**src/flow_cmd_consts.svh**
```systemverilog
// command codes and widths for the flow module command decoder
// assumes: included by bare name, no other header defines these names
`ifndef FLOW_CMD_CONSTS_SVH
`define FLOW_CMD_CONSTS_SVH
`define CMD_W 8
`define CMD_INVALID 8'h00
`define CMD_BATCH_GO 8'h01
`define CMD_BATCH_PAUSE 8'h02
`define CMD_BATCH_RESUME 8'h03
`define CMD_BATCH_END 8'h04
`define CMD_TALLY_CLEAR 8'h05
`define CMD_SUM_A_ZERO 8'h06
`define CMD_SUM_A_HOLD 8'h07
`define CMD_SUM_A_RUN 8'h08
`define CMD_SUM_A_LOAD 8'h09
`define CMD_SUM_B_ZERO 8'h0a
`define CMD_SUM_B_HOLD 8'h0b
`define CMD_SUM_B_RUN 8'h0c
`define CMD_SUM_B_LOAD 8'h0d
`define CMD_SUM_AB_ZERO 8'h0e
`define CMD_SUM_AB_HOLD 8'h0f
`define CMD_SUM_AB_RUN 8'h10
`define CMD_SUM_AB_LOAD 8'h11
`define CMD_AUTO_NULL 8'h12
`define CMD_SETTING_ACK 8'h13
`define CMD_DEFAULTS 8'h14
`define CMD_FREEZE_ON 8'h15
`define CMD_FREEZE_OFF 8'h16
`define CMD_FORCE_ON 8'h17
`define CMD_FORCE_OFF 8'h18
`define CMD_NULL_COPY 8'h19
`define CMD_RSVD_LAST 8'hfa
`define CMD_AREA_ALL 8'hfb
`define CMD_AREA_INVAR 8'hfc
`define CMD_AREA_DOUT 8'hfd
`define CMD_AREA_OUTSEL_A 8'hfe
`define CMD_AREA_OUTSEL_B 8'hff
`endif

```
**src/flow_cmd_pkg.sv**
```systemverilog
// types shared by the flow module command decoder
// assumes: compiled before the decoder module
package flow_cmd_pkg;
  typedef enum logic [1:0] {
    DEF_IDLE = 2'b00,
    DEF_WAIT = 2'b01
  } defaults_state_t;
  typedef enum logic {
    SRC_BACKPLANE = 1'b0,
    SRC_SERIAL = 1'b1
  } cmd_source_t;
endpackage

```
**src/flow_module_command_decoder.sv**
```systemverilog
// command decoder of the flow module: one code in, its action pulses or levels out
// assumes: codes arrive as one-cycle strobes on core_clk_in; engines outside act on pulses
//
// What this block does
// RL1 - act on each code directly, no translation
// RL2 - codes 1-4 pulse batch start/hold/continue/stop
// RL3 - code 5 clears batch repeat tally
// RL4 - code 6 zeroes first sum, runs
// RL5 - code 7 holds first sum, keeps value
// RL6 - code 8 resumes first sum
// RL7 - code 9 loads first sum preset, runs
// RL8 - code 10 zeroes second sum, runs
// RL9 - code 11 holds second sum
// RL10 - code 12 resumes second sum
// RL11 - code 13 loads second sum preset, runs
// RL12 - code 14 zeroes both sums, runs both
// RL13 - code 15 holds both sums together
// RL14 - code 16 resumes both sums
// RL15 - code 17 loads both presets, runs both
// RL16 - code 18 starts automatic zero adjustment
// RL17 - code 19 clears the other source's change flag
// RL18 - code 20 restores defaults, flag after store
// RL19 - codes 21-24 freeze/unfreeze, force/unforce outputs
// RL20 - code 25 copies zero preset into active
// RL21 - code 251 re-reads all control area fields
// RL22 - code 252 takes input variable fields
// RL23 - code 253 takes digital output field
// RL24 - codes 254/255 take output selector addresses
// RL25 - 8-bit code, 0 invalid, 26-250 ignored
`timescale 1ns/1ps
`include "flow_cmd_consts.svh"
module flow_module_command_decoder (
  // clock and reset
  input wire logic core_clk_in,
  input wire logic rst_in,
  // command strobe
  input wire logic cmd_valid_in,
  input wire logic [`CMD_W-1:0] cmd_code_in,
  input wire logic cmd_from_serial_in,
  // setting change reports from the parameter store
  input wire logic backplane_change_in,
  input wire logic serial_change_in,
  // default restore handshake with the sensor memory writer
  input wire logic defaults_stored_in,
  // batch controller pulses
  output logic batch_start_out,
  output logic batch_hold_out,
  output logic batch_continue_out,
  output logic batch_stop_out,
  output logic tally_clear_out,
  // totalizer controls
  output logic sum_a_zero_out,
  output logic sum_a_load_out,
  output logic sum_a_run_out,
  output logic sum_b_zero_out,
  output logic sum_b_load_out,
  output logic sum_b_run_out,
  // measurement and settings
  output logic auto_null_cal_out,
  output logic defaults_restore_out,
  output logic defaults_restored_flag_out,
  output logic settings_altered_by_backplane_flag_out,
  output logic settings_altered_by_serial_flag_out,
  output logic null_copy_out,
  // output stage levels
  output logic freeze_out,
  output logic force_out,
  // control area take-over pulses
  output logic take_in_addr_out,
  output logic take_in_value_out,
  output logic take_dout_out,
  output logic take_outsel_a_out,
  output logic take_outsel_b_out,
  // diagnostics
  output logic invalid_code_out
);

  flow_cmd_pkg::defaults_state_t def_state;
  logic [`CMD_W-1:0] code;
  logic hit;

  // code is used straight from the port, no staging register
  assign code = cmd_code_in; // RL1
  assign hit = cmd_valid_in;

  function automatic logic is_code(input logic [`CMD_W-1:0] c, input logic [`CMD_W-1:0] k);
    is_code = (c == k);
  endfunction

  // batch requests and tally clear as one-cycle pulses
  always_ff @(posedge core_clk_in) begin
    if (rst_in) begin
      batch_start_out <= 1'b0;
      batch_hold_out <= 1'b0;
      batch_continue_out <= 1'b0;
      batch_stop_out <= 1'b0;
      tally_clear_out <= 1'b0;
    end else begin
      batch_start_out <= hit && is_code(code, `CMD_BATCH_GO); // RL2
      batch_hold_out <= hit && is_code(code, `CMD_BATCH_PAUSE); // RL2
      batch_continue_out <= hit && is_code(code, `CMD_BATCH_RESUME); // RL2
      batch_stop_out <= hit && is_code(code, `CMD_BATCH_END); // RL2
      tally_clear_out <= hit && is_code(code, `CMD_TALLY_CLEAR); // RL3
    end
  end

  // zero and load pulses; the combined codes drive both sums in the same cycle
  always_ff @(posedge core_clk_in) begin
    if (rst_in) begin
      sum_a_zero_out <= 1'b0;
      sum_a_load_out <= 1'b0;
      sum_b_zero_out <= 1'b0;
      sum_b_load_out <= 1'b0;
    end else begin
      sum_a_zero_out <= hit && (is_code(code, `CMD_SUM_A_ZERO) // RL4
        || is_code(code, `CMD_SUM_AB_ZERO)); // RL12
      sum_a_load_out <= hit && (is_code(code, `CMD_SUM_A_LOAD) // RL7
        || is_code(code, `CMD_SUM_AB_LOAD)); // RL15
      sum_b_zero_out <= hit && (is_code(code, `CMD_SUM_B_ZERO) // RL8
        || is_code(code, `CMD_SUM_AB_ZERO)); // RL12
      sum_b_load_out <= hit && (is_code(code, `CMD_SUM_B_LOAD) // RL11
        || is_code(code, `CMD_SUM_AB_LOAD)); // RL15
    end
  end

  // first sum run level: counting from reset, dropped only by a hold
  always_ff @(posedge core_clk_in) begin
    if (rst_in) begin
      sum_a_run_out <= 1'b1;
    end else if (hit) begin
      unique case (code)
        `CMD_SUM_A_HOLD, `CMD_SUM_AB_HOLD: sum_a_run_out <= 1'b0; // RL5 RL13
        `CMD_SUM_A_RUN, `CMD_SUM_AB_RUN: sum_a_run_out <= 1'b1; // RL6 RL14
        `CMD_SUM_A_ZERO, `CMD_SUM_A_LOAD: sum_a_run_out <= 1'b1; // RL4 RL7
        `CMD_SUM_AB_ZERO, `CMD_SUM_AB_LOAD: sum_a_run_out <= 1'b1; // RL12 RL15
        default: sum_a_run_out <= sum_a_run_out;
      endcase
    end
  end

  // second sum run level
  always_ff @(posedge core_clk_in) begin
    if (rst_in) begin
      sum_b_run_out <= 1'b1;
    end else if (hit) begin
      unique case (code)
        `CMD_SUM_B_HOLD, `CMD_SUM_AB_HOLD: sum_b_run_out <= 1'b0; // RL9 RL13
        `CMD_SUM_B_RUN, `CMD_SUM_AB_RUN: sum_b_run_out <= 1'b1; // RL10 RL14
        `CMD_SUM_B_ZERO, `CMD_SUM_B_LOAD: sum_b_run_out <= 1'b1; // RL8 RL11
        `CMD_SUM_AB_ZERO, `CMD_SUM_AB_LOAD: sum_b_run_out <= 1'b1; // RL12 RL15
        default: sum_b_run_out <= sum_b_run_out;
      endcase
    end
  end

  // single pulses to the measurement side and to diagnostics
  always_ff @(posedge core_clk_in) begin
    if (rst_in) begin
      auto_null_cal_out <= 1'b0;
      null_copy_out <= 1'b0;
      invalid_code_out <= 1'b0;
    end else begin
      auto_null_cal_out <= hit && is_code(code, `CMD_AUTO_NULL); // RL16
      null_copy_out <= hit && is_code(code, `CMD_NULL_COPY); // RL20
      // reserved codes fall through every decode and touch nothing
      invalid_code_out <= hit && is_code(code, `CMD_INVALID); // RL25
    end
  end

  // change flags: a new change report wins over an acknowledge in the same cycle
  always_ff @(posedge core_clk_in) begin
    if (rst_in) begin
      settings_altered_by_backplane_flag_out <= 1'b0;
      settings_altered_by_serial_flag_out <= 1'b0;
    end else begin
      if (backplane_change_in) begin
        settings_altered_by_backplane_flag_out <= 1'b1;
      end else if (hit && is_code(code, `CMD_SETTING_ACK) && cmd_from_serial_in) begin
        settings_altered_by_backplane_flag_out <= 1'b0; // RL17
      end
      if (serial_change_in) begin
        settings_altered_by_serial_flag_out <= 1'b1;
      end else if (hit && is_code(code, `CMD_SETTING_ACK) && !cmd_from_serial_in) begin
        settings_altered_by_serial_flag_out <= 1'b0; // RL17
      end
    end
  end

  // default restore: flag rises only once the memory writer reports completion
  always_ff @(posedge core_clk_in) begin
    if (rst_in) begin
      def_state <= flow_cmd_pkg::DEF_IDLE;
      defaults_restore_out <= 1'b0;
      defaults_restored_flag_out <= 1'b0;
    end else begin
      defaults_restore_out <= 1'b0;
      unique case (def_state)
        flow_cmd_pkg::DEF_IDLE: begin
          if (hit && is_code(code, `CMD_DEFAULTS)) begin
            defaults_restore_out <= 1'b1; // RL18
            defaults_restored_flag_out <= 1'b0;
            def_state <= flow_cmd_pkg::DEF_WAIT;
          end
        end
        flow_cmd_pkg::DEF_WAIT: begin
          if (defaults_stored_in) begin
            defaults_restored_flag_out <= 1'b1; // RL18
            def_state <= flow_cmd_pkg::DEF_IDLE;
          end
        end
        default: def_state <= flow_cmd_pkg::DEF_IDLE;
      endcase
    end
  end

  // output stage levels, freeze and force kept independent
  always_ff @(posedge core_clk_in) begin
    if (rst_in) begin
      freeze_out <= 1'b0;
      force_out <= 1'b0;
    end else if (hit) begin
      if (is_code(code, `CMD_FREEZE_ON)) freeze_out <= 1'b1; // RL19
      if (is_code(code, `CMD_FREEZE_OFF)) freeze_out <= 1'b0; // RL19
      if (is_code(code, `CMD_FORCE_ON)) force_out <= 1'b1; // RL19
      if (is_code(code, `CMD_FORCE_OFF)) force_out <= 1'b0; // RL19
    end
  end

  // control area take-over pulses; code 251 fires all of them
  always_ff @(posedge core_clk_in) begin
    if (rst_in) begin
      take_in_addr_out <= 1'b0;
      take_in_value_out <= 1'b0;
      take_dout_out <= 1'b0;
      take_outsel_a_out <= 1'b0;
      take_outsel_b_out <= 1'b0;
    end else begin
      take_in_addr_out <= hit && (is_code(code, `CMD_AREA_ALL) // RL21
        || is_code(code, `CMD_AREA_INVAR)); // RL22
      take_in_value_out <= hit && (is_code(code, `CMD_AREA_ALL) // RL21
        || is_code(code, `CMD_AREA_INVAR)); // RL22
      take_dout_out <= hit && (is_code(code, `CMD_AREA_ALL) // RL21
        || is_code(code, `CMD_AREA_DOUT)); // RL23
      take_outsel_a_out <= hit && (is_code(code, `CMD_AREA_ALL) // RL21
        || is_code(code, `CMD_AREA_OUTSEL_A)); // RL24
      take_outsel_b_out <= hit && (is_code(code, `CMD_AREA_ALL) // RL21
        || is_code(code, `CMD_AREA_OUTSEL_B)); // RL24
    end
  end

  // checks
  a_batch_start_pulse: assert property (@(posedge core_clk_in) disable iff (rst_in) // RL2
    (cmd_valid_in && cmd_code_in == `CMD_BATCH_GO) |=> batch_start_out && !batch_stop_out)
    else $error("batch start not pulsed");
  a_tally_clear: assert property (@(posedge core_clk_in) disable iff (rst_in) // RL3
    tally_clear_out |-> $past(cmd_valid_in) && $past(cmd_code_in) == `CMD_TALLY_CLEAR)
    else $error("tally clear without code 5");
  a_sum_a_hold: assert property (@(posedge core_clk_in) disable iff (rst_in) // RL5
    (cmd_valid_in && cmd_code_in == `CMD_SUM_A_HOLD) |=> !sum_a_run_out
     && sum_b_run_out == $past(sum_b_run_out))
    else $error("first sum hold wrong");
  a_sum_a_resume: assert property (@(posedge core_clk_in) disable iff (rst_in) // RL6
    (cmd_valid_in && cmd_code_in == `CMD_SUM_A_RUN) |=> sum_a_run_out)
    else $error("first sum not resumed");
  a_both_zero: assert property (@(posedge core_clk_in) disable iff (rst_in) // RL12
    (cmd_valid_in && cmd_code_in == `CMD_SUM_AB_ZERO) |=> sum_a_zero_out && sum_b_zero_out
     && sum_a_run_out && sum_b_run_out)
    else $error("both sums not zeroed");
  a_both_hold: assert property (@(posedge core_clk_in) disable iff (rst_in) // RL13
    (cmd_valid_in && cmd_code_in == `CMD_SUM_AB_HOLD) |=> !sum_a_run_out && !sum_b_run_out)
    else $error("both sums not held");
  a_ack_serial: assert property (@(posedge core_clk_in) disable iff (rst_in) // RL17
    (cmd_valid_in && cmd_code_in == `CMD_SETTING_ACK && cmd_from_serial_in && !backplane_change_in
     && !serial_change_in) |=> !settings_altered_by_backplane_flag_out
     && settings_altered_by_serial_flag_out == $past(settings_altered_by_serial_flag_out))
    else $error("ack cleared wrong flag");
  a_defaults_flag: assert property (@(posedge core_clk_in) disable iff (rst_in) // RL18
    $rose(defaults_restored_flag_out) |-> $past(defaults_stored_in))
    else $error("defaults flag before store");
  a_freeze_on: assert property (@(posedge core_clk_in) disable iff (rst_in) // RL19
    (cmd_valid_in && cmd_code_in == `CMD_FREEZE_ON) |=> freeze_out
     && force_out == $past(force_out))
    else $error("freeze not set");
  a_area_all: assert property (@(posedge core_clk_in) disable iff (rst_in) // RL21
    (cmd_valid_in && cmd_code_in == `CMD_AREA_ALL) |=> take_in_addr_out && take_dout_out
     && take_outsel_a_out && take_outsel_b_out)
    else $error("control area not fully taken");
  a_reserved_quiet: assert property (@(posedge core_clk_in) disable iff (rst_in) // RL25
    (cmd_valid_in && cmd_code_in > `CMD_NULL_COPY && cmd_code_in <= `CMD_RSVD_LAST)
     |=> !batch_start_out && !sum_a_zero_out && !take_dout_out && !invalid_code_out
     && $stable(freeze_out) && $stable(sum_a_run_out))
    else $error("reserved code acted");
  // remaining checks; all but the no-strobe and change-report ones start from a code the bench sweeps
  a_no_strobe_quiet: assert property (@(posedge core_clk_in) disable iff (rst_in) // RL1
    !cmd_valid_in |=> !batch_start_out && !tally_clear_out && !sum_a_zero_out
     && !take_dout_out && !null_copy_out && !invalid_code_out)
    else $error("pulse without a strobe");
  a_sum_a_zero: assert property (@(posedge core_clk_in) disable iff (rst_in) // RL4
    (cmd_valid_in && cmd_code_in == `CMD_SUM_A_ZERO)
     |=> sum_a_zero_out && !sum_b_zero_out && sum_a_run_out)
    else $error("first sum not zeroed");
  a_sum_a_load: assert property (@(posedge core_clk_in) disable iff (rst_in) // RL7
    (cmd_valid_in && cmd_code_in == `CMD_SUM_A_LOAD)
     |=> sum_a_load_out && !sum_b_load_out && sum_a_run_out)
    else $error("first sum not loaded");
  a_sum_b_zero: assert property (@(posedge core_clk_in) disable iff (rst_in) // RL8
    (cmd_valid_in && cmd_code_in == `CMD_SUM_B_ZERO)
     |=> sum_b_zero_out && !sum_a_zero_out && sum_b_run_out)
    else $error("second sum not zeroed");
  a_sum_b_hold: assert property (@(posedge core_clk_in) disable iff (rst_in) // RL9
    (cmd_valid_in && cmd_code_in == `CMD_SUM_B_HOLD)
     |=> !sum_b_run_out && sum_a_run_out == $past(sum_a_run_out))
    else $error("second sum hold wrong");
  a_sum_b_resume: assert property (@(posedge core_clk_in) disable iff (rst_in) // RL10
    (cmd_valid_in && cmd_code_in == `CMD_SUM_B_RUN) |=> sum_b_run_out)
    else $error("second sum not resumed");
  a_sum_b_load: assert property (@(posedge core_clk_in) disable iff (rst_in) // RL11
    (cmd_valid_in && cmd_code_in == `CMD_SUM_B_LOAD)
     |=> sum_b_load_out && !sum_a_load_out && sum_b_run_out)
    else $error("second sum not loaded");
  a_both_resume: assert property (@(posedge core_clk_in) disable iff (rst_in) // RL14
    (cmd_valid_in && cmd_code_in == `CMD_SUM_AB_RUN) |=> sum_a_run_out && sum_b_run_out)
    else $error("both sums not resumed");
  a_both_load: assert property (@(posedge core_clk_in) disable iff (rst_in) // RL15
    (cmd_valid_in && cmd_code_in == `CMD_SUM_AB_LOAD)
     |=> sum_a_load_out && sum_b_load_out && sum_a_run_out && sum_b_run_out)
    else $error("both sums not loaded");
  a_auto_null_pulse: assert property (@(posedge core_clk_in) disable iff (rst_in) // RL16
    (cmd_valid_in && cmd_code_in == `CMD_AUTO_NULL) |=> auto_null_cal_out && !null_copy_out)
    else $error("zero adjustment not started");
  a_null_copy: assert property (@(posedge core_clk_in) disable iff (rst_in) // RL20
    (cmd_valid_in && cmd_code_in == `CMD_NULL_COPY) |=> null_copy_out && !auto_null_cal_out)
    else $error("zero offset not copied");
  a_change_set_wins: assert property (@(posedge core_clk_in) disable iff (rst_in) // RL17
    backplane_change_in |=> settings_altered_by_backplane_flag_out)
    else $error("backplane change flag not set");
  a_restore_refused: assert property (@(posedge core_clk_in) disable iff (rst_in) // RL18
    (def_state == flow_cmd_pkg::DEF_WAIT && cmd_valid_in && cmd_code_in == `CMD_DEFAULTS)
     |=> !defaults_restore_out)
    else $error("restore repeated while storing");
  a_force_on: assert property (@(posedge core_clk_in) disable iff (rst_in) // RL19
    (cmd_valid_in && cmd_code_in == `CMD_FORCE_ON) |=> force_out
     && freeze_out == $past(freeze_out))
    else $error("force not set");
  a_in_var_take: assert property (@(posedge core_clk_in) disable iff (rst_in) // RL22
    (cmd_valid_in && cmd_code_in == `CMD_AREA_INVAR)
     |=> take_in_addr_out && take_in_value_out && !take_dout_out)
    else $error("input variable fields not taken");
  a_dout_take: assert property (@(posedge core_clk_in) disable iff (rst_in) // RL23
    (cmd_valid_in && cmd_code_in == `CMD_AREA_DOUT) |=> take_dout_out && !take_in_addr_out)
    else $error("digital output field not taken");
  a_outsel_a_take: assert property (@(posedge core_clk_in) disable iff (rst_in) // RL24
    (cmd_valid_in && cmd_code_in == `CMD_AREA_OUTSEL_A)
     |=> take_outsel_a_out && !take_outsel_b_out)
    else $error("first selector not taken");
  a_outsel_b_take: assert property (@(posedge core_clk_in) disable iff (rst_in) // RL24
    (cmd_valid_in && cmd_code_in == `CMD_AREA_OUTSEL_B)
     |=> take_outsel_b_out && !take_outsel_a_out)
    else $error("second selector not taken");

endmodule

```
**config.mk**
```make
export PLATFORM = sky130hd
export DESIGN_NAME = flow_module_command_decoder
export DESIGN_NICKNAME = d
export VERILOG_FILES = /design/src/flow_cmd_pkg.sv /design/src/flow_module_command_decoder.sv
export VERILOG_INCLUDE_DIRS = /design/src
export SDC_FILE = /design/constraint.sdc
export NUM_CORES = 1
export LEC_CHECK = 0
export BUFFER_PORTS_ARGS = -buffer_cell sky130_fd_sc_hd__buf_2
export CAP_MARGIN = 20
export CORE_MARGIN = 2
export CORE_UTILIZATION = 45
export DETAILED_ROUTE_END_ITERATION = 6
export PLACE_DENSITY = 0.79
export SYNTH_ARGS = -nofsm -noshare
export SYNTH_HDL_FRONTEND = slang
export SYNTH_SLANG_ARGS = --single-unit
```
**constraint.sdc**
```tcl
create_clock -name core_clk_in -period 4.9 [get_ports core_clk_in]
set_input_delay 1.225 -clock core_clk_in [delete_from_list [all_inputs] [get_ports core_clk_in]]
set_output_delay 1.225 -clock core_clk_in [all_outputs]
set_load 0.005 [all_outputs]
```
==> impl_metrics.ini <==
[grt]
grt_pass1_wl_um = 3100
grt_antenna_before_repair = 0
grt_usage_pct = 15.8
first_global_vias = 729
grt-ovfl-total = 0
grt_max_degree = 16

[setup_path]
rrSetupSlack_ps = 3470
cp_max_fo = 8
r2r_cells = 4
slowest_delay_ps = 670
critical_path_class = input port to register
startpoint_type = input port
crit_start = cmd_code_in[5]
worstReg2RegStart = def_state[0]
path_cells = buf_2 > or4b_1 > or4_4 > a22oi_2 > nor2_1
worstPathArrival_ps = 2770
cp.required_ps = 5110
crit_path_end_kind = register
crit_slowest_cell = or4b_1
r2r-end = defaults_restored_flag_out

[synthesis]
synth_nets = 125
postSynthCellCount = 110
ys_warn_count = 0
syn_area_um2 = 968
seq_area_frac_synth_pct = 51.7
syn_avg_cell_area_um2 = 8.80
ys_seq_elements = 25
synthDistinctLibCells = 29

[place]
hpwl_um = 1490
dp_slack_ps = 2010
gp_congestion = 0.789
place_area_um2 = 1170
port_buffers = 39

[power]
p_total_uw = 321
powerDensity_nw_per_um2 = 269
ir_drop_mv = 0.114
power_leakage_uw = 0.000525

[sta]
period_needed_ps = 2560
finalSetupViolCount = 0
skew_ps = 0.140
timing.fmax_mhz = 391
layout_setup_ws_ps = 2340
hold_viol = 0
setup_tns_ps = 0
tightest_slew_ps = 261
drv_slew = 0
rsz0062_at_grt = no
slew-limit-headroom_pct = 82.6
finalCritPeriodShare_pct = 52.2

[die]
die_h_um = 50.4
num_rows = 16
die_w_um = 50.4
die_area_um2 = 2540
initial_utilization_pct = 48.4
io_pins = 40
core_area_um2 = 2000

[hold_path]
hold_depth = 2
min_to = freeze_out
hold_path.class = register to register
min_from = freeze_out

[clock_network]
cts_buffer_depth = 2
clkTransAtPathRegs_ps = 130
post_cts_buffers = 0
ctsResizeCount = 0
clock_sinks = 25
h-tree-depth = 1
cts_buffers = 3
cts_root_buf = clkbuf_4
clk_latency_ps = 300
cts_tree = yes
ctsHoldBuffers = 0

[routing]
drt_iter0_drc = 20
drtAntennaViolNets = 0
wl_per_cell_um = 11.2
vias = 886
first_pass_iters = 6
drc = 0
vias_per_cell = 5.12
wirelength_um = 1950

[outcome]
outcome = complete, no violations

[finish]
syn2layout_area_growth_pct = 23.1
layout_common_cells = 39 x buf_2, 25 x dfxtp_1, 21 x nor2_1
final_util_pct = 59.6
final_area_um2 = 1190
final_common_cell = buf_2
drive_gt1_share_pct = 32.2
finalNetCount = 162
n_antenna_cell = 0

[job]
cap_violations = 0
-- layout make-up --
| type | count | area, um2 |
|---|---|---|
| flip-flops and latches | 25 | 500 |
| clock buffers | 4 | 26.3 |
| fillers | 195 | 810 |
| multi-input cells | 77 | 433 |
| well taps | 27 | 33.8 |
| inverters | 1 | 3.75 |
| repair buffers | 39 | 195 |
-- critical path, delay by kind of cell --
kind,cells,cell delay [ps]
buf+inv,1,110
simple gates,3,1300
compound gates,1,130
-- report_power, final --
part           leakage [uW]  internal (uW)  switching (uW)
Sequential         0.000202            205           0.727
Clock             0.0000150           31.7            54.1
Combinational      0.000308           11.3            18.4
-- worst max-delay path by stage --
stage / to / slack [ps] / cells past startpoint
floorplan: defaults_restored_flag_out / 2200 / 5
global placement: defaults_restored_flag_out / 2040 / 5
detailed placement: defaults_restored_flag_out / 2010 / 5
CTS: defaults_restored_flag_out / 2350 / 5
global route: defaults_restored_flag_out / 2320 / 5
finish: defaults_restored_flag_out / 2340 / 5
-- metal layers --
metal	wire length, um	vias to the layer above	global-route usage, %
met5	0	-	0
met4	23	0	6.76
met3	135	2	2.68
met2	905	35	25.9
met1	881	403	20.6
li1	-	446	-
-- through the flow --
| stage | std cells | hold slack (ps) |
|---|---|---|
| CTS | 173 | 498 |
| global placement | 169 | 469 |
| detailed placement | 169 | 480 |
| finish | 173 | 498 |
| floorplan | 110 | 465 |
| global route | 173 | 512 |
-- cell usage after synthesis --
master    instances  area (um2)
or2_2             1        6.26
clkbuf_2          1        5.00
inv_1             1        3.75
dfxtp_1          25         500
clkbuf_1          5        18.8
o32a_1            1        10.0
a211oi_1          2        15.0
nor3_1            8        40.0
xor2_1            2        17.5
buf_4             1        7.51
or4_4             1        11.3
nand2_1           7        26.3
nor3b_1           1        7.51
or3_1             2        12.5
nand4_1           1        6.26
and3_1            2        12.5
nor2b_1           2        12.5
o31ai_1           2        15.0
o21ai_0           3        15.0
nand3b_1          1        7.51
or4b_1            1        10.0
nor2_1           21        78.8
mux2i_1           1        10.0
nand2b_1          7        43.8
and4_2            1        10.0
nor4_1            3        18.8
a22oi_2           1        12.5
a21oi_1           5        25.0
or4_2             1        8.76
-- logic make-up (layout without fill, tap and decap cells) --
kind of cell	count (synthesis)	in the layout	share of synthesized area (%)
DFF	25	25	51.7
buffers and inverters	8	44	3.62
xor gates and xnor gates	2	2	1.81
muxes	1	1	1.03
and+or+nand+nor	60	60	32.3
AOI/OAI and AO/OA	14	14	9.56
Power figures use the tool's default switching activity.
